**config.mk**
```make
export PLATFORM = sky130hd
export DESIGN_NAME = sec_top
export DESIGN_NICKNAME = d
export VERILOG_FILES = /design/src/hw/sec_pkg.sv /design/src/hw/sec_top.sv
export SDC_FILE = /design/constraint.sdc
export NUM_CORES = 1
export LEC_CHECK = 0
export BUFFER_PORTS_ARGS = -buffer_cell sky130_fd_sc_hd__clkbuf_2
export CAP_MARGIN = 20
export CELL_PAD_IN_SITES_DETAIL_PLACEMENT = 0
export CELL_PAD_IN_SITES_GLOBAL_PLACEMENT = 1
export CORE_UTILIZATION = 54
export DETAILED_ROUTE_END_ITERATION = 16
export HOLD_SLACK_MARGIN = 0.02
export PLACE_DENSITY_LB_ADDON = 0.1
export SLEW_MARGIN = 20
export SYNTH_ARGS = -nofsm -noshare
export SYNTH_HDL_FRONTEND = slang
export SYNTH_SLANG_ARGS = --single-unit
```
**constraint.sdc**
```tcl
create_clock -name core_clk -period 11.8 [get_ports core_clk]
set_input_delay 1.18 -clock core_clk [delete_from_list [all_inputs] [get_ports core_clk]]
set_output_delay 1.18 -clock core_clk [all_outputs]
set_load 0.03 [all_outputs]
```
**src/hw/sec_pkg.sv**
```systemverilog
// How it works
// - Memory write and status store run only if clock pulses are a multiple of eight.
// - Data-changing instructions need the enable latch set beforehand by set_enable_cmd.
// - Chip select must rise after the last bit's clock edge, before the next.
// - Last qualifying bit is opcode bit eight or a data byte's eighth bit.
// - Guard bits protect none, 0600h-07FFh, 0400h-07FFh or all; protected writes rejected.
// - Commands are whole bytes, most significant bit first, opcode byte first.
// - An undefined opcode makes the device ignore input until chip select rises.
// - Decode the six standard opcodes for enable, status and memory access.
// - Identification variant shares two opcodes, told apart by the following address; the code reads the address, then ignores both.
// - Memory commands carry two address bytes; only bits A10 to A0 count.
// - Only set_enable_cmd sets the latch; afterwards wait for deselect.
// - clear_enable_cmd clears the latch; afterwards wait for deselect.
// - Latch clears at power-up, clear command, and status store or write completion.
// - Status is readable anytime, repeated while clocking continues with select low.
// - busy_flag reads 1 during a write or status store cycle, else 0.
// - Latch reads 1 when set; at 0 all writes and status stores are refused.
// - Guard bits are non-volatile and change only by an allowed status store.
// - Lock bit set with protect pin low rejects every status store.
// - Status byte: lock, three zeros, guard hi, guard lo, enable, busy.
// - Inputs sampled on rising clock edges, outputs change after falling edges.
// - Reset clears latch and busy, keeps stored bits, leaves device deselected.
// - The three unused status bits read zero and ignore status stores.
package sec_pkg;

  localparam int          BYTE_BITS   = 8;
  localparam int          ADDR_W      = 11;
  localparam logic [2:0]  BIT_LAST    = 3'h7;
  localparam logic [2:0]  BYTES_CTRL  = 3'h1;
  localparam logic [2:0]  BYTES_STORE = 3'h2;
  localparam logic [2:0]  BYTES_ADDR  = 3'h2;
  localparam logic [2:0]  BYTES_WRITE = 3'h3;
  localparam logic [2:0]  BYTES_SAT   = 3'h7;

  // Opcodes.
  localparam logic [7:0]  OP_SET_EN   = 8'h06;
  localparam logic [7:0]  OP_CLR_EN   = 8'h04;
  localparam logic [7:0]  OP_ST_READ  = 8'h05;
  localparam logic [7:0]  OP_ST_STORE = 8'h01;
  localparam logic [7:0]  OP_MEM_RD   = 8'h03;
  localparam logic [7:0]  OP_MEM_WR   = 8'h02;
  localparam logic [7:0]  OP_ID_RD    = 8'h83;
  localparam logic [7:0]  OP_ID_WR    = 8'h82;

  // Guarded region bases.
  localparam logic [10:0] GUARD_QUARTER = 11'h600;
  localparam logic [10:0] GUARD_HALF    = 11'h400;
  localparam logic [1:0]  GUARD_NONE_C  = 2'h0;
  localparam logic [1:0]  GUARD_QTR_C   = 2'h1;
  localparam logic [1:0]  GUARD_HALF_C  = 2'h2;

  // Status byte layout.
  localparam int          ST_LOCK_POS = 7;
  localparam int          ST_HI_POS   = 3;
  localparam int          ST_LO_POS   = 2;
  localparam logic [2:0]  ST_ZEROS    = 3'h0;
  localparam logic [2:0]  NV_RESET    = 3'h0;
  localparam int          WRITE_CYCLES_DEF = 64;

  typedef struct packed {
    logic cs_n;
    logic sclk;
    logic din;
    logic prot_n;
  } sec_link_in_t;

  typedef struct packed {
    logic [ADDR_W-1:0]    addr;
    logic [BYTE_BITS-1:0] data;
  } sec_wr_word_t;

  typedef enum logic [6:0] {
    ST_OPC    = 7'h01,
    ST_ADDR   = 7'h02,
    ST_WDATA  = 7'h04,
    ST_SDATA  = 7'h08,
    ST_SOUT   = 7'h10,
    ST_RDATA  = 7'h20,
    ST_IGNORE = 7'h40
  } sec_state_t;

endpackage : sec_pkg

```
**src/hw/sec_top.sv**
```systemverilog
// Small write buffer; flush drops everything queued.
module sec_fifo #(
  parameter int WIDTH = 19,
  parameter int DEPTH = 4
) (
  // Clock and reset
  input  wire logic             clk,
  input  wire logic             rst_n,
  input  wire logic             flush,
  // Fill side
  input  wire logic             in_valid,
  output logic                  in_ready,
  input  wire logic [WIDTH-1:0] in_data,
  // Drain side
  output logic                  out_valid,
  input  wire logic             out_ready,
  output logic [WIDTH-1:0]      out_data
);
  localparam int PW = (DEPTH > 1) ? $clog2(DEPTH) : 1;
  localparam logic [PW:0] DEPTH_C = (PW + 1)'(DEPTH);

  logic [WIDTH-1:0] mem [DEPTH];
  logic [PW-1:0]    wr_ptr_reg;
  logic [PW-1:0]    rd_ptr_reg;
  logic [PW:0]      count_reg;
  wire              push = in_valid & in_ready;
  wire              pop  = out_valid & out_ready;

  // Full and empty come from the occupancy count.
  assign in_ready  = (count_reg != DEPTH_C);
  assign out_valid = (count_reg != '0);
  assign out_data  = mem[rd_ptr_reg];

  // Pointers wrap at the depth.
  function automatic logic [PW-1:0] ptr_inc(input logic [PW-1:0] p);
    ptr_inc = (p == PW'(DEPTH - 1)) ? '0 : p + PW'(1);
  endfunction : ptr_inc

  always_ff @(posedge clk) begin
    if (push) begin
      mem[wr_ptr_reg] <= in_data;
    end
  end

  // Pointer and count bookkeeping.
  always_ff @(posedge clk or negedge rst_n) begin
    if (!rst_n) begin
      wr_ptr_reg <= '0;
      rd_ptr_reg <= '0;
      count_reg  <= '0;
    end else if (flush) begin
      wr_ptr_reg <= '0;
      rd_ptr_reg <= '0;
      count_reg  <= '0;
    end else begin
      if (push) wr_ptr_reg <= ptr_inc(wr_ptr_reg);
      if (pop) rd_ptr_reg <= ptr_inc(rd_ptr_reg);
      count_reg <= count_reg + (PW + 1)'(push) - (PW + 1)'(pop);
    end
  end
endmodule : sec_fifo

// Serial EEPROM instruction decoder and protection logic.
module sec_top #(
  parameter int WRITE_CYCLES = sec_pkg::WRITE_CYCLES_DEF,
  parameter int FIFO_DEPTH   = 4,
  parameter bit HAS_IDPAGE   = 1'b1
) (
  // Clock and reset
  input  wire logic                  core_clk,
  input  wire logic                  rstn,
  // Serial link pins
  input  wire sec_pkg::sec_link_in_t link_in,
  output logic                       link_dout,
  output logic                       link_dout_oe,
  // Memory array write port
  output logic                       mem_wr_valid,
  input  wire logic                  mem_wr_ready,
  output sec_pkg::sec_wr_word_t      mem_wr_word,
  // Memory array read port
  output logic [10:0]                mem_rd_addr,
  input  wire logic [7:0]            mem_rd_data,
  // Status view
  output logic [7:0]                 status_out
);
  import sec_pkg::*;

  localparam int CW = $clog2(WRITE_CYCLES + 1);
  localparam logic [CW-1:0] WRITE_LAST = CW'(WRITE_CYCLES - 1);

  logic [1:0]           rst_sync_reg;
  sec_link_in_t         sync1_reg, sync2_reg;
  logic                 sclk_q_reg, cs_q_reg, selected_reg;
  sec_state_t           state_reg;
  logic [7:0]           shift_reg, op_reg, out_shift_reg, sdata_reg;
  logic [2:0]           bit_cnt_reg, byte_cnt_reg, out_cnt_reg;
  logic [15:0]          addr_in_reg;
  logic [ADDR_W-1:0]    addr_cur_reg;
  logic                 reject_reg, enable_reg, busy_reg, job_store_reg;
  logic [2:0]           nv_reg = NV_RESET;
  logic [CW-1:0]        timer_reg;
  logic                 flush_reg;
  logic                 fifo_in_ready, fifo_out_valid;
  sec_wr_word_t         fifo_out_data;
  wire                  rst_n = rst_sync_reg[1];

  // Reset release is synchronised so that every flop on rst_n leaves reset together.
  always_ff @(posedge core_clk or negedge rstn) begin
    if (!rstn) rst_sync_reg <= 2'h0;
    else       rst_sync_reg <= {rst_sync_reg[0], 1'b1};
  end

  // Link pins come from the master's domain; edges are found after two flops.
  always_ff @(posedge core_clk or negedge rst_n) begin
    if (!rst_n) begin
      sync1_reg  <= '{cs_n: 1'b1, sclk: 1'b0, din: 1'b0, prot_n: 1'b1};
      sync2_reg  <= '{cs_n: 1'b1, sclk: 1'b0, din: 1'b0, prot_n: 1'b1};
      sclk_q_reg <= 1'b0;
      cs_q_reg   <= 1'b1;
    end else begin
      sync1_reg  <= link_in;
      sync2_reg  <= sync1_reg;
      sclk_q_reg <= sync2_reg.sclk;
      cs_q_reg   <= sync2_reg.cs_n;
    end
  end

  // Edge events and decoded byte.
  wire        sclk_rise = sync2_reg.sclk & ~sclk_q_reg;
  wire        sclk_fall = ~sync2_reg.sclk & sclk_q_reg;
  wire        cs_rise   = sync2_reg.cs_n & ~cs_q_reg;
  wire        cs_fall   = ~sync2_reg.cs_n & cs_q_reg;
  wire        bit_in    = selected_reg & sclk_rise & ~cs_rise;
  wire        bit_out   = selected_reg & sclk_fall & ~cs_rise;
  wire        byte_done = bit_in & (bit_cnt_reg == BIT_LAST);
  wire [7:0]  byte_val  = {shift_reg[6:0], sync2_reg.din};
  wire [15:0] addr_full = {addr_in_reg[7:0], byte_val};
  wire        hard_lock = nv_reg[2] & ~sync2_reg.prot_n;
  wire [7:0]  status    = {nv_reg[2], ST_ZEROS, nv_reg[1:0], enable_reg, busy_reg};

  // Guarded-region test for one address.
  function automatic logic guard_hit(input logic [1:0] g, input logic [ADDR_W-1:0] a);
    case (g)
      GUARD_NONE_C: guard_hit = 1'b0;
      GUARD_QTR_C:  guard_hit = (a >= GUARD_QUARTER);
      GUARD_HALF_C: guard_hit = (a >= GUARD_HALF);
      default:      guard_hit = 1'b1;
    endcase
  endfunction : guard_hit

  // Opcode decode; writes are refused at once while a cycle is running.
  wire id_op = HAS_IDPAGE & ((byte_val == OP_ID_RD) | (byte_val == OP_ID_WR));
  wire known = (byte_val == OP_SET_EN) | (byte_val == OP_CLR_EN) |
               (byte_val == OP_ST_READ) | (byte_val == OP_ST_STORE) |
               (byte_val == OP_MEM_RD) | (byte_val == OP_MEM_WR) | id_op;
  sec_state_t opc_next;
  always_comb begin
    case (byte_val)
      OP_ST_READ:  opc_next = ST_SOUT;
      OP_ST_STORE: opc_next = busy_reg ? ST_IGNORE : ST_SDATA;
      OP_MEM_RD:   opc_next = busy_reg ? ST_IGNORE : ST_ADDR;
      OP_MEM_WR:   opc_next = busy_reg ? ST_IGNORE : ST_ADDR;
      default:     opc_next = id_op ? ST_ADDR : ST_IGNORE;
    endcase
  end

  // Next state after the second address byte.
  wire        addr_last  = (byte_cnt_reg == BYTES_ADDR);
  sec_state_t addr_next;
  assign addr_next = (op_reg == OP_MEM_WR) ? ST_WDATA :
                     (op_reg == OP_MEM_RD) ? ST_RDATA : ST_IGNORE;

  // Main decode state; a rising select always restarts at the opcode.
  always_ff @(posedge core_clk or negedge rst_n) begin
    if (!rst_n) begin
      state_reg <= ST_OPC;
    end else if (cs_rise || cs_fall) begin
      state_reg <= ST_OPC;
    end else if (byte_done) begin
      case (state_reg)
        ST_OPC:   state_reg <= known ? opc_next : ST_IGNORE;
        ST_ADDR:  state_reg <= addr_last ? addr_next : ST_ADDR;
        ST_SDATA: state_reg <= ST_IGNORE;
        default:  state_reg <= state_reg;
      endcase
    end
  end

  // Input shifting and counting; the counters restart on every select edge.
  always_ff @(posedge core_clk or negedge rst_n) begin
    if (!rst_n) begin
      selected_reg <= 1'b0;
      shift_reg    <= 8'h00;
      bit_cnt_reg  <= 3'h0;
      byte_cnt_reg <= 3'h0;
    end else if (cs_rise || cs_fall) begin
      selected_reg <= cs_fall;
      shift_reg    <= 8'h00;
      bit_cnt_reg  <= 3'h0;
      byte_cnt_reg <= 3'h0;
    end else if (bit_in) begin
      shift_reg    <= byte_val;
      bit_cnt_reg  <= bit_cnt_reg + 3'h1;
      if (byte_done && byte_cnt_reg != BYTES_SAT) byte_cnt_reg <= byte_cnt_reg + 3'h1;
    end
  end

  // Opcode, address and store data capture.
  always_ff @(posedge core_clk or negedge rst_n) begin
    if (!rst_n) begin
      op_reg      <= 8'h00;
      addr_in_reg <= 16'h0000;
      sdata_reg   <= 8'h00;
    end else if (byte_done) begin
      if (state_reg == ST_OPC) op_reg <= known ? byte_val : 8'h00;
      if (state_reg == ST_ADDR) addr_in_reg <= addr_full;
      if (state_reg == ST_SDATA) sdata_reg <= byte_val;
    end
  end

  // Each written byte is guard-checked and queued; overflow discards the command.
  wire wr_byte  = byte_done & (state_reg == ST_WDATA);
  wire wr_guard = guard_hit(nv_reg[1:0], addr_cur_reg);
  wire wr_push  = wr_byte & ~reject_reg & ~wr_guard & fifo_in_ready;
  always_ff @(posedge core_clk or negedge rst_n) begin
    if (!rst_n) begin
      reject_reg <= 1'b0;
    end else if (cs_fall) begin
      reject_reg <= 1'b0;
    end else if (wr_byte && (wr_guard || !fifo_in_ready)) begin
      reject_reg <= 1'b1;
    end
  end

  // Address counter; the five top address bits are ignored and reads roll over.
  wire rd_load = bit_out & (state_reg == ST_RDATA) & (out_cnt_reg == 3'h0);
  always_ff @(posedge core_clk or negedge rst_n) begin
    if (!rst_n) begin
      addr_cur_reg <= '0;
    end else if (byte_done && state_reg == ST_ADDR && addr_last) begin
      addr_cur_reg <= addr_full[ADDR_W-1:0];
    end else if (wr_byte || rd_load) begin
      addr_cur_reg <= addr_cur_reg + ADDR_W'(1);
    end
  end

  // Output shifting after falling edges; status repeats while clocks continue.
  wire       out_state = (state_reg == ST_SOUT) | (state_reg == ST_RDATA);
  wire [7:0] out_src   = (state_reg == ST_SOUT) ? status : mem_rd_data;
  wire [7:0] out_word  = (out_cnt_reg == 3'h0) ? out_src : out_shift_reg;
  always_ff @(posedge core_clk or negedge rst_n) begin
    if (!rst_n) begin
      out_shift_reg <= 8'h00;
      out_cnt_reg   <= 3'h0;
      link_dout     <= 1'b0;
      link_dout_oe  <= 1'b0;
    end else begin
      link_dout_oe <= selected_reg & ~cs_rise & out_state;
      if (cs_rise || cs_fall) begin
        out_cnt_reg <= 3'h0;
      end else if (bit_out && out_state) begin
        link_dout     <= out_word[7];
        out_shift_reg <= {out_word[6:0], 1'b0};
        out_cnt_reg   <= out_cnt_reg + 3'h1;
      end
    end
  end

  // Termination checks at deselect: whole bytes and the right byte count.
  wire whole     = (bit_cnt_reg == 3'h0);
  wire go_set    = (op_reg == OP_SET_EN) & whole & (byte_cnt_reg == BYTES_CTRL);
  wire go_clr    = (op_reg == OP_CLR_EN) & whole & (byte_cnt_reg == BYTES_CTRL);
  wire go_write  = (op_reg == OP_MEM_WR) & whole & (byte_cnt_reg >= BYTES_WRITE) &
                   enable_reg & ~reject_reg & ~busy_reg & fifo_out_valid;
  wire go_store  = (op_reg == OP_ST_STORE) & whole & (byte_cnt_reg == BYTES_STORE) &
                   enable_reg & ~hard_lock & ~busy_reg;
  wire commit    = cs_rise & (go_write | go_store);
  wire drain_rdy = busy_reg & (~mem_wr_valid | mem_wr_ready);
  wire drained   = busy_reg & ~fifo_out_valid & ~mem_wr_valid;
  wire cycle_end = drained & (timer_reg == WRITE_LAST);

  // Anything queued by a discarded command is dropped at deselect.
  always_ff @(posedge core_clk or negedge rst_n) begin
    if (!rst_n) flush_reg <= 1'b0;
    else        flush_reg <= cs_rise & ~busy_reg & ~go_write;
  end

  // Enable latch, busy flag and the self-timed cycle.
  always_ff @(posedge core_clk or negedge rst_n) begin
    if (!rst_n) begin
      enable_reg    <= 1'b0;
      busy_reg      <= 1'b0;
      job_store_reg <= 1'b0;
      timer_reg     <= '0;
    end else begin
      if (cycle_end) enable_reg <= 1'b0;
      else if (cs_rise && go_clr) enable_reg <= 1'b0;
      else if (cs_rise && go_set) enable_reg <= 1'b1;
      if (commit) begin
        busy_reg      <= 1'b1;
        job_store_reg <= go_store;
        timer_reg     <= '0;
      end else if (cycle_end) begin
        busy_reg      <= 1'b0;
      end else if (drained) begin
        timer_reg     <= timer_reg + CW'(1);
      end
    end
  end

  // Stored bits change only when a status store cycle finishes. They are non-volatile,
  // so a reset leaves them alone; they start from the delivery value instead.
  always_ff @(posedge core_clk) begin
    if (cycle_end && job_store_reg) begin
      nv_reg <= {sdata_reg[ST_LOCK_POS], sdata_reg[ST_HI_POS], sdata_reg[ST_LO_POS]};
    end
  end

  // Write port register toward the array, fed only after a commit.
  always_ff @(posedge core_clk or negedge rst_n) begin
    if (!rst_n) begin
      mem_wr_valid <= 1'b0;
      mem_wr_word  <= '0;
    end else if (drain_rdy) begin
      mem_wr_valid <= fifo_out_valid;
      mem_wr_word  <= fifo_out_data;
    end
  end

  // Read address and status view.
  always_ff @(posedge core_clk or negedge rst_n) begin
    if (!rst_n) begin
      mem_rd_addr <= '0;
      status_out  <= 8'h00;
    end else begin
      mem_rd_addr <= addr_cur_reg;
      status_out  <= status;
    end
  end

  sec_fifo #(
    .WIDTH ($bits(sec_wr_word_t)),
    .DEPTH (FIFO_DEPTH)
  ) u_wbuf (
    .clk       (core_clk),
    .rst_n     (rst_n),
    .flush     (flush_reg),
    .in_valid  (wr_push),
    .in_ready  (fifo_in_ready),
    .in_data   ({addr_cur_reg, byte_val}),
    .out_valid (fifo_out_valid),
    .out_ready (drain_rdy),
    .out_data  (fifo_out_data)
  );
endmodule : sec_top

```
### Word level (Yosys, flattened, before mapping)

Memory sizes are Yosys's and may differ from the RTL's. A register that Yosys moved wholly into a read port is not among the register bits.
Index checks and enable logic that the tools add are counted.

| storage, ports and cells | value |
|---|---|
| input port bits | 15 |
| flip-flop bits (word level) | 114 |
| memories | 1 |
| output and inout bits | 41 |
| bits in writable memories | 76 |

| operators by class | value |
|---|---|
| order comparisons | 3 |
| add/sub/neg operators | 9 |
| bitwise gates (word level) | 66 |
| reduce and logical (&&, ||, !) cells | 37 |
| eq/ne operators | 30 |
| muxes and demuxes | 45 |

Memories:

| name | words | width | rd ports | clocked after Yosys merged registers in | wr ports | line | RTL |
|---|---|---|---|---|---|---|---|
| u_wbuf.mem | 4 | 19 | 1 | 1 | 1 | sec_top.sv:22 | `logic [WIDTH-1:0] mem [DEPTH];` |

Operators with widths:

| kind | number |
|---|---|
| $mux W7 | 14 |
| $and A1 B1 Y1 | 42 |
| $pmux W7 S3 | 2 |
| $eq A8 B3 Y1 const B | 5 |
| $eq A8 B2 Y1 const B | 4 |
| $mux W3 | 8 |
| $mux W8 | 3 |
| $ge A11 B11 Y1 const B | 2 |
| $mux W11 | 2 |
| $reduce_bool A2 Y1 | 10 |
| $eq A8 B1 Y1 const B | 2 |
| $eq A8 B8 Y1 const B | 2 |
| $eq A7 B6 Y1 const B | 2 |
| $not A1 Y1 | 14 |
| $reduce_and A2 Y1 | 7 |
| $mux W2 | 6 |
| $add A11 B1 Y11 const B | 1 |
| $or A1 B1 Y1 | 10 |
| $add A3 B1 Y3 const B | 3 |
| $mux W1 | 9 |
| $logic_and A1 B1 Y1 | 8 |
| $add A7 B1 Y7 const B | 1 |
| $eq A7 B1 Y1 const B | 1 |
| $eq A7 B2 Y1 const B | 1 |
| other kinds (22) | 31 |

### Logic depth before layout (Yosys ltp)

Gate-level depths: netlist (run 1).

| logic depth | value |
|---|---|
| depth in word-level cells | 13 |
| depth in mapped cells | 12 |

### By module

From an unflattened synthesis (run 1), not the netlist that was laid out.

| second synthesis, totals | value |
|---|---|
| cell total of the unflattened synthesis | 648 |
| area, all modules | 8,594.5 um^2 |

By module, submodules not included:

| module | area each (um^2) | seq. area each (um^2) | cells an instance | times used |
|---|---|---|---|---|
| sec_top | 5,386.4 | 3,050.4 | 503 | 1 |
| sec_fifo | 3,208.1 | 2,457.4 | 145 | 1 |

### Least setup slack after synthesis (run 1)

OpenSTA, ideal clock, no wires.

| timing | value |
|---|---|
| path kind | input-to-reg |
| start point | input port mem_wr_ready |
| end point | register u_wbuf.count_reg[2] |
| setup time | 0.124 ns |
| path slack | 8.950 ns |
| cell stages on the path | 11 |
| data arrival time | 2.726 ns |
| path through | o21ai_0 nand2b_1 inv_1 ha_1 inv_1 ha_1 inv_1 fa_1 xor2_1 xnor2_1 nor2_1 |

| between the ends | value |
|---|---|
| longest elaborated chain between the ends | 5 |

RTL lines:

| element | line | RTL |
|---|---|---|
| start: declaration | sec_top.sv:78 | `input wire logic mem_wr_ready,` |
| $or A1 B1 Y1 | sec_top.sv:278 | `wire drain_rdy = busy_reg & (~mem_wr_valid \| mem_wr_ready);` |
| $and A1 B1 Y1 | sec_top.sv:278 |  |
| $and A1 B1 Y1 | sec_top.sv:27 | `wire pop = out_valid & out_ready;` |
| $sub A3 B1 Y3 | sec_top.sv:58 | `count_reg <= count_reg + (PW + 1)'(push) - (PW + 1)'(pop);` |
| $mux W3 | sec_top.sv:51 | `end else if (flush) begin` |
| end signal: assignment | sec_top.sv:58 |  |
| end: declaration | sec_top.sv:25 | `logic [PW:0] count_reg;` |

Every way passes these cells.
A chain may end at the register's enable or synchronous reset.

### Worst setup path in the final report (run 1)

| timing | value |
|---|---|
| start point | register cs_q_reg |
| end point | register u_wbuf.count_reg[2] |

| between the ends | value |
|---|---|
| longest elaborated chain between the ends | 13 |

RTL lines:

| element | line | RTL |
|---|---|---|
| start: declaration | sec_top.sv:93 | `logic sclk_q_reg, cs_q_reg, selected_reg;` |
| start signal: assignment | sec_top.sv:124 | `cs_q_reg <= sync2_reg.cs_n;` |
| $not A1 Y1 | sec_top.sv:131 | `wire cs_rise = sync2_reg.cs_n & ~cs_q_reg;` |
| $and A1 B1 Y1 | sec_top.sv:131 |  |
| $not A1 Y1 | sec_top.sv:133 | `wire bit_in = selected_reg & sclk_rise & ~cs_rise;` |
| $and A1 B1 Y1 | sec_top.sv:133 |  |
| $and A1 B1 Y1 | sec_top.sv:135 | `wire byte_done = bit_in & (bit_cnt_reg == BIT_LAST);` |
| $and A1 B1 Y1 | sec_top.sv:222 | `wire wr_byte = byte_done & (state_reg == ST_WDATA);` |
| $and A1 B1 Y1 (3 in series) | sec_top.sv:224 | `wire wr_push = wr_byte & ~reject_reg & ~wr_guard & fifo_in_ready;` |
| $and A1 B1 Y1 | sec_top.sv:26 | `wire push = in_valid & in_ready;` |
| $add A3 B1 Y3 | sec_top.sv:58 |  |
| $sub A3 B1 Y3 | sec_top.sv:58 |  |
| $mux W3 | sec_top.sv:51 |  |

Every way passes these cells.

==> results of run 1 <==
[stage by stage]
| step | instances | setup WS [ns] | power, mW | hold slack, ns | area, sq um |
|---|---|---|---|---|---|
| final | 909 | 8.30 | 1.58 | 0.354 | 9700 |
| after global routing | 909 | 7.94 | 1.65 | 0.363 | 9700 |
| after CTS | 909 | 7.95 | 1.60 | 0.356 | 9690 |
| after detailed placement | 872 | 7.93 | 0.948 | 0.340 | 9010 |
| after global placement | 872 | 8.02 | 0.942 | 0.334 | 9010 |
| after floorplan | 630 | 8.07 | 0.908 | 0.331 | 8580 |
[critical path, cell delays in order (launching register included)]
cell and delay (ns):
dfstp_2 0.53, inv_1 0.04, ha_1 0.23, nand4bb_1 0.58, nor4_2 0.73, and2_1 0.28, ha_1 0.17, inv_1 0.05
fa_1 0.37, xor2_1 0.19, xnor2_1 0.14, nor2_1 0.06
[per-layer routing]
layer	global-route usage	vias up
met3	0.0288	28
met5	0	-
met1	0.278	2538
met4	0.0574	0
li1	-	2380
met2	0.363	109
[Yosys cell counts, types with 3 or more instances]
cell,count,area share
a211oi_1,8,0.0070
a21boi_0,10,0.0088
a21o_1,6,0.0053
a21oi_1,30,0.018
and2_1,13,0.0095
and3_1,10,0.0073
buf_4,5,0.0044
clkbuf_1,15,0.0066
dfrtp_1,119,0.35
dfstp_2,6,0.018
edfxtp_1,79,0.28
ha_1,22,0.032
inv_1,22,0.0096
mux2_2,27,0.035
mux2i_1,6,0.0070
mux4_2,19,0.050
nand2_1,61,0.027
nand2b_1,3,0.0022
nand3_1,12,0.0070
nand4_1,10,0.0073
nor2_1,39,0.017
nor2b_1,9,0.0066
nor3_1,4,0.0023
nor3b_1,3,0.0026
nor4_1,4,0.0029
nor4bb_1,3,0.0035
o2111ai_1,3,0.0031
o21ai_0,15,0.0088
o31ai_1,3,0.0026
or3_1,6,0.0044
xnor2_1,17,0.017
xor2_1,5,0.0051
[worst min-delay path by stage]
stage,start,to,slack (ns),depth (start not counted)
after detailed placement,rst_sync_reg[0],rst_sync_reg[1],0.34,0
after CTS,rst_sync_reg[0],rst_sync_reg[1],0.36,0
final,rst_sync_reg[0],rst_sync_reg[1],0.35,0
after global routing,sync1_reg[3],sync2_reg[3],0.36,0
after global placement,sync1_reg[1],addr_full[0],0.33,0
after floorplan,sync1_reg[1],addr_full[0],0.33,0
[final cells by class]
cell class	instances	area (sq um)	share of cell area
clock inverter	12	138	0.0142
timing repair buffer	55	283	0.0291
tap	211	264	0.0272
clock buffer	25	541	0.0557
multi-input combinational	380	2880	0.297
sequential	204	5510	0.568
inverter	22	82.6	0.00851
[power groups by stage]
| stage | logic, mW | clock network, mW | registers (mW) |
|---|---|---|---|
| after floorplan | 0.114 | 0 | 0.794 |
| after global placement | 0.142 | 0 | 0.800 |
| after detailed placement | 0.147 | 0 | 0.802 |
| after CTS | 0.148 | 0.667 | 0.788 |
| after global routing | 0.163 | 0.694 | 0.791 |
| final | 0.144 | 0.652 | 0.787 |
[cell families after synthesis]
| group | synth area share |
|---|---|
| flops | 0.642 |
| simple gates | 0.119 |
| compound gates | 0.0644 |
| mux | 0.0924 |
| buf+inv | 0.0244 |
| fa+ha+maj | 0.0344 |
| xor+xnor | 0.0225 |
| other cells | 0.000876 |
==> metrics.csv, run 1 <==
stage,metric,value,unit
run_status,status,finished clean,
detailed_routing,wirelength,16.1,mm
die,row_count,45,
worst_setup_path,worstSetupEndpointType,register,
clock_network,cts.sinks,204,
clock_network,post_cts_resized,0,
worst_setup_path,cp.arrival,3.87,ns
detailed_routing,routed-wl-met3,654,um
worst_setup_path,regToRegStartpoint,cs_q_reg,
clock_network,clk_path_buf_depth,3,
worst_setup_path,crit_start,cs_q_reg,
detailed_routing,drt-met1-wl,7.15,mm
pwr,seqPwrFrac,0.497,
detailed_routing,drc_errors,0,
grt,antenna_found_initial,0,
detailed_routing,drtIter0Drc,413,
clock_network,post_cts_buffers,0,
pwr,vdd_drop_max,0.000114,V
timing,finalSetupViolations,0,
layout,top_register,u_wbuf.mem,
worst_setup_path,cp-start-kind,register,
layout,final_layout_size_suffix_gt1_frac,0.209,
layout,post-route-util,0.631,
placed_design,hpwl,10.7,mm
timing,fin_skew,0.0114,ns
grt,grt_overflow,0,
clock_network,cts_root_buf,clkbuf_16,
grt,grtUsageTotal,0.209,
die,ios,56,
synth,synth_ff_type,dfrtp_1,
flow_run,cap_viol_max_count,0,
detailed_routing,wl_per_cell,17.7,um
pwr,switching_power,0.371,mW
placed_design,gp_congestion,0.818,
clock_network,cts_tree,done,
die,fp.dieH,128,um
die,die_area,16400,sq um
die,initial_core_util,0.558,
timing,rsz0062_at_grt,no,
pwr,pwr-share-clk,0.412,
timing,period_needed,3.50,ns
clock_network,clk_latency,0.49,ns
worst_setup_path,rr_endpoint,u_wbuf.count_reg[2],
layout,layout_common_cells,"118 x dfrtp_1, 79 x edfxtp_1, 61 x nand2_1",
worst_setup_path,path_class,register to register,
detailed_routing,firstDrtPassIters,5,
layout,syn2layout_area_growth,13.1,%
timing,period_share,0.296,
clock_network,holdBufCountCts,0,
layout,largest_reg_flops,76,
layout,reg_top3,"u_wbuf.mem x76, mem_wr_word x19",
detailed_routing,vias,5055,
detailed_routing,topRoutingLayerUsed,met4,
synth,avgSynthCellArea,13.7,sq um
layout,final_nets,722,
die,core-area,15400,sq um
synth,ys_ff_latch,204,
clock_network,cts_buffers,21,
timing,finalSetupTns,0,ns
detailed_routing,ant_nets,0,
worst_setup_path,reg2reg_depth,11,
timing,fmax,0.286,GHz
detailed_routing,wl_met2,7.98,mm
timing,slew_violations,0,
pwr,power_frac_comb,0.091,
timing,worst_pin_slew,1.00,ns
worst_setup_path,crit_fanout,12,
synth,synthesis.area,8570,sq um
synth,seq_area_frac_synth,0.642,
layout,n_fill_cell,1177,
pwr,cellPowerDensity,163,nW/um^2
synth,synth_edf_count,79,
grt,grt_max_degree,74,
die,die_x,128,um
clock_network,cts_max_level,1,
pwr,power.leakage,4.24,nW
worst_setup_path,r2r_slack,8.30,ns
timing,hold_viol_final,0,
synth,ys.warnings.count,0,
pwr,switching_share,0.234,
detailed_routing,avgViaCountPerCell,5.56,
layout,final_common_cell,dfrtp_1,
synth,synth.distinct_cells,58,
worst_hold_path,hp-class,register to register,
layout,antenna_cells,0,
pwr,p_int,1.21,mW
worst_setup_path,crit_required,12.17,ns
grt,grt_pass1_vias,5144,
synth,async_flop_share,0.613,
placed_design,port_buffers,52,
worst_setup_path,critPathCapture,u_wbuf.count_reg[2],
clock_network,clk_pin_slew,0.06,ns
timing,relSlewSlack,0.333,
synth,syn_inst,628,
grt,grt_first_pass_wirelength,26.6,mm
No activity file was read; power rests on OpenSTA's default activity.
==> run 2: changes to the inputs <==
--- a/config.mk
+++ b/config.mk
@@ -9,7 +9,7 @@
 export CAP_MARGIN = 20
 export CELL_PAD_IN_SITES_DETAIL_PLACEMENT = 0
 export CELL_PAD_IN_SITES_GLOBAL_PLACEMENT = 1
-export CORE_UTILIZATION = 54
+export CORE_UTILIZATION = 50
 export DETAILED_ROUTE_END_ITERATION = 16
 export HOLD_SLACK_MARGIN = 0.02
 export PLACE_DENSITY_LB_ADDON = 0.1
==> constraint.sdc (replaced) <==
create_clock -name core_clk -period 3.5 [get_ports core_clk]
set_input_delay 0.35 -clock core_clk [delete_from_list [all_inputs] [get_ports core_clk]]
set_output_delay 0.35 -clock core_clk [all_outputs]
set_load 0.03 [all_outputs]
==> metrics.csv, run 2 (synthesis results as in run 1) <==
stage,metric,value,unit
run_status,status,finished clean,
grt,antenna_found_initial,0,
die,die_area,17700,sq um
timing,period_needed,2.85,ns
die,core-area,16600,sq um
timing,period_share,0.815,
clock_network,clk_latency,0.51,ns
grt,grt_first_pass_wirelength,27.5,mm
flow_run,cap_viol_max_count,0,
detailed_routing,topRoutingLayerUsed,met4,
worst_hold_path,hp-class,input port to async pin,
layout,seq_area,5510,sq um
clock_network,cts_tree,done,
detailed_routing,routed-wl-met3,563,um
timing,rsz0062_at_grt,no,
timing,hold_ws,0.145,ns
die,fp.dieH,133,um
worst_setup_path,worstSetupEndpointType,register,
worst_setup_path,cp-start-kind,register,
detailed_routing,wl_met2,8.47,mm
clock_network,cts.sinks,204,
layout,reg_top3,"u_wbuf.mem x76, mem_wr_word x19",
die,initial_core_util,0.515,
clock_network,cts_max_level,1,
timing,fin_skew,0.0210,ns
layout,layout_common_cells,"118 x dfrtp_1, 79 x edfxtp_1, 61 x nand2_1",
detailed_routing,wirelength,17.1,mm
layout,final_layout_size_suffix_gt1_frac,0.223,
layout,top_register,u_wbuf.mem,
die,ios,56,
pwr,power.leakage,4.32,nW
pwr,cellPowerDensity,544,nW/um^2
layout,postLayoutCellArea,9840,sq um
timing,finalSetupTns,0,ns
placed_design,gp_congestion,0.847,
detailed_routing,drt-met1-wl,7.46,mm
detailed_routing,wl_per_cell,18.3,um
grt,grt_pass1_vias,5126,
layout,n_fill_cell,1311,
layout,antenna_cells,0,
layout,multi_input_area,2870,sq um
die,die_x,133,um
timing,hold_viol_final,0,
worst_setup_path,cp.arrival,3.23,ns
layout,post-route-util,0.591,
detailed_routing,ant_nets,0,
clock_network,clk_pin_slew,0.06,ns
placed_design,port_buffers,52,
worst_setup_path,reg2reg_depth,13,
grt,grt_max_degree,63,
detailed_routing,vias,5131,
layout,final_nets,740,
detailed_routing,drtIter0Drc,301,
placed_design,hpwl,11.3,mm
grt,grtUsageTotal,0.202,
timing,relSlewSlack,0.335,
clock_network,cts_buffers,22,
clock_network,cts_root_buf,clkbuf_16,
timing,worst_pin_slew,0.998,ns
timing,finalSetupViolations,0,
detailed_routing,firstDrtPassIters,4,
timing,slew_violations,0,
grt,grt_overflow,0,
layout,syn2layout_area_growth,14.8,%
worst_setup_path,crit_fanout,12,
layout,largest_reg_flops,76,
worst_setup_path,path_class,register to register,
worst_setup_path,rr_endpoint,u_wbuf.count_reg[2],
pwr,vdd_drop_max,0.000399,V
clock_network,clk_path_buf_depth,3,
detailed_routing,drc_errors,0,
worst_setup_path,crit_required,3.87,ns
timing,fmax,0.351,GHz
worst_setup_path,r2r_slack,0.65,ns
layout,final_common_cell,dfrtp_1,
die,row_count,47,
detailed_routing,avgViaCountPerCell,5.47,
placed_design,placed_cell_area,9110,sq um
worst_setup_path,regToRegStartpoint,cs_q_reg,
run 2: worst max path at each step:
| stage | depth (start not counted) | from | end | slack (ns) |
|---|---|---|---|---|
| 4_1_cts | 13 | cs_q_reg | u_wbuf.count_reg[2] | 0.64 |
| 2_1_floorplan | 11 | cs_q_reg | u_wbuf.count_reg[2] | 0.69 |
| 3_3_place_gp | 13 | cs_q_reg | u_wbuf.count_reg[2] | 0.73 |
| 5_1_grt | 13 | cs_q_reg | u_wbuf.count_reg[2] | 0.35 |
| 6_report | 13 | cs_q_reg | u_wbuf.count_reg[2] | 0.65 |
| 3_5_place_dp | 13 | cs_q_reg | u_wbuf.count_reg[2] | 0.66 |
run 2: what timing repair did:
| action | 4_1_cts | 5_1_grt |
|---|---|---|
| hold buffers | 5 | 0 |
| resized for setup | 0 | 0 |
| buffers inserted | 0 | 0 |
| hold endpoints to repair | 6 | 0 |
run 2: stage by stage:
| stage | std cells | setup WS, ns | total power, mW |
|---|---|---|---|
| after floorplan | 630 | 0.691 | 3.06 |
| after global placement | 893 | 0.730 | 3.20 |
| after detailed placement | 893 | 0.657 | 3.22 |
| after CTS | 938 | 0.643 | 5.40 |
| after global routing | 938 | 0.348 | 5.55 |
| final | 938 | 0.647 | 5.35 |
run 2: layer usage:
metal | track usage | vias up
met5 | 0 | -
met4 | 0.0830 | 0
met3 | 0.0291 | 46
met2 | 0.338 | 99
met1 | 0.266 | 2579
li1 | - | 2407
run 2: layout make-up:
type                       count  area share
clock buffer                  29      0.0596
inverter                      22     0.00839
tap                          220      0.0280
clock inverter                11     0.00928
multi-input combinational    380       0.291
sequential                   204       0.560
timing repair buffer          72      0.0430
run 2: critical path: stages (launching register included):
cell and delay (ns):
dfstp_2 0.53, inv_1 0.04, ha_1 0.22, nand4bb_1 0.20, buf_4 0.19, nor4_1 0.23
buf_4 0.19, and2_1 0.17, ha_1 0.15, inv_1 0.05, fa_1 0.38, xor2_1 0.18
xnor2_1 0.14, nor2_1 0.06
run 2: power by group:
| group | internal (mW) | switching [mW] |
|---|---|---|
| Sequential | 2.54 | 0.136 |
| Combinational | 0.240 | 0.252 |
| Clock | 1.26 | 0.924 |
==> run 3: changes to the inputs <==
--- a/config.mk
+++ b/config.mk
@@ -9,7 +9,7 @@
 export CAP_MARGIN = 20
 export CELL_PAD_IN_SITES_DETAIL_PLACEMENT = 0
 export CELL_PAD_IN_SITES_GLOBAL_PLACEMENT = 1
-export CORE_UTILIZATION = 50
+export CORE_UTILIZATION = 45
 export DETAILED_ROUTE_END_ITERATION = 16
 export HOLD_SLACK_MARGIN = 0.02
 export PLACE_DENSITY_LB_ADDON = 0.1
==> constraint.sdc (replaced) <==
create_clock -name core_clk -period 2.45 [get_ports core_clk]
set_input_delay 0.245 -clock core_clk [delete_from_list [all_inputs] [get_ports core_clk]]
set_output_delay 0.245 -clock core_clk [all_outputs]
set_load 0.03 [all_outputs]
==> metrics.csv, run 3 (synthesis results as in run 1) <==
stage,metric,value,unit
run_status,status,finished clean,
die,initial_core_util,0.458,
detailed_routing,drtIter0Drc,216,
die,die_x,140,um
pwr,seqPwrFrac,0.485,
layout,antenna_cells,0,
detailed_routing,vias,5249,
die,ios,56,
pwr,pwr-share-clk,0.415,
worst_setup_path,r2r_slack,0.09,ns
layout,final_common_cell,dfrtp_1,
placed_design,dp.cells,927,
timing,slew_violations,0,
timing,rsz0062_at_grt,yes,
detailed_routing,firstDrtPassIters,4,
detailed_routing,drc_errors,0,
detailed_routing,wl_per_cell,17.6,um
clock_network,cts_tree,done,
clock_network,cts.sinks,204,
layout,final_nets,764,
worst_hold_path,hold_path_depth,4,
layout,final_cells,975,
pwr,switching_share,0.240,
layout,reg_top3,"u_wbuf.mem x76, mem_wr_word x19",
grt,antenna_found_initial,0,
pwr,p_int,5.95,mW
die,fp.dieH,140,um
detailed_routing,wirelength,17.2,mm
detailed_routing,avgViaCountPerCell,5.38,
timing,fin_skew,0.00969,ns
grt,grt_overflow,0,
die,core-area,18700,sq um
die,row_count,50,
layout,largest_reg_flops,76,
placed_design,port_buffers,52,
worst_setup_path,worstSetupEndpointType,register,
detailed_routing,ant_nets,0,
pwr,vdd_drop_max,0.000502,V
worst_setup_path,path_class,register to register,
timing,period_needed,2.36,ns
timing,relSlewSlack,0.338,
pwr,cellPowerDensity,765,nW/um^2
worst_setup_path,cp.arrival,2.74,ns
timing,period_share,0.963,
die,die_area,19600,sq um
timing,fmax,0.424,GHz
timing,finalSetupViolations,0,
grt,grt_first_pass_wirelength,28.6,mm
timing,worst_pin_slew,0.994,ns
grt,grt_pass1_vias,5394,
timing,hold_ws,0.0374,ns
layout,postLayoutCellArea,10200,sq um
placed_design,hpwl,11.8,mm
pwr,power_frac_comb,0.100,
grt,grtUsageTotal,0.185,
timing,hold_viol_final,0,
worst_setup_path,reg2reg_depth,11,
layout,syn2layout_area_growth,19.4,%
flow_run,cap_viol_max_count,0,
worst_setup_path,crit_fanout,6,
pwr,power.leakage,4.48,nW
layout,layout_common_cells,"118 x dfrtp_1, 79 x edfxtp_1, 61 x nand2_1",
clock_network,clk_latency,0.51,ns
clock_network,cts_max_level,1,
placed_design,gp_congestion,0.849,
clock_network,clk_path_buf_depth,3,
worst_setup_path,cp-start-kind,register,
clock_network,cts_root_buf,clkbuf_16,
worst_setup_path,crit_required,2.83,ns
clock_network,clk_pin_slew,0.06,ns
layout,final_layout_size_suffix_gt1_frac,0.266,
layout,top_register,u_wbuf.mem,
placed_design,placed_cell_area,9390,sq um
clock_network,cts_buffers,22,
worst_hold_path,hp-class,input port to register,
grt,grt_max_degree,65,
pwr,switching_power,1.88,mW
==> run 3: changes by cell type in the layout (fill, tap and decap cells not counted), moves of 2 or more <==
| cell | delta |
|---|---|
| ha_1 | -2 |
| buf_12 | +6 |
| clkbuf_1 | -2 |
| or3_4 | +3 |
| or3_1 | -3 |
| buf_4 | +18 |
==> run 3: metrics by stage <==
stage	util	setup TNS (ns)	setup slack (ns)	power, mW
floorplan	-	0	0.0337	4.38
global placement	0.502	-0.0384	-0.0296	4.61
detailed placement	0.502	-0.118	-0.0352	4.64
CTS	0.544	0	0.00106	7.92
global route	0.547	-0.0295	-0.0295	8.15
finish	0.547	0	0.0913	7.82
==> run 3: critical path, cell delays in order (launching register included) <==
cell	delay, ns
dfstp_2	0.53
inv_1	0.06
ha_4	0.17
nand4bb_4	0.21
nor4_4	0.17
and2_4	0.19
ha_1	0.13
inv_1	0.05
fa_2	0.33
xor2_1	0.16
xnor2_1	0.17
nor2_1	0.07
==> run 3: path summary, 6_finish.rpt <==
kind,to,start
min in group asynchronous,rst_sync_reg[1],rstn
max in group asynchronous,mem_rd_addr[1],rst_sync_reg[1]
setup reg to reg,u_wbuf.count_reg[2],cs_q_reg
setup / recovery,u_wbuf.count_reg[2],cs_q_reg
hold reg to reg,timer_reg[1],rst_sync_reg[1]
hold / removal,mem_wr_valid,mem_wr_ready
==> run 3: power groups by stage <==
stage          clock network (mW)  logic, mW  registers [mW]
6_report                     3.25      0.780            3.80
5_1_grt                      3.46      0.871            3.82
4_1_cts                      3.33      0.793            3.80
3_5_place_dp                    0      0.778            3.87
3_3_place_gp                    0      0.753            3.86
2_1_floorplan                   0      0.552            3.83
==> run 3: final cells by class <==
cell class | instances | area [sq um]
clock inverters | 11 | 121
clock buffers | 28 | 593
fillers | 1576 | 8470
inverters | 22 | 82.6
multi-input cells | 380 | 2950
well taps | 234 | 293
repair buffers | 96 | 678
flip-flops and latches | 204 | 5510
==> run 3: what timing repair did <==
item | 4_1_cts | 5_1_grt
cloned | 0 | 0
buffers inserted | 1 | 3
pin swaps | 3 | 1
endpoints found under the hold margin | 6 | 0
hold buffers | 5 | 0
gates resized for setup | 3 | 6
setup endpoints to repair | 5 | 15
==> run 3: routing by layer <==
| metal | track usage | routed length, um |
|---|---|---|
| met5 | 0 | 0 |
| met4 | 0.0607 | 528 |
| met3 | 0.0277 | 557 |
| met2 | 0.315 | 8490 |
| met1 | 0.244 | 7610 |
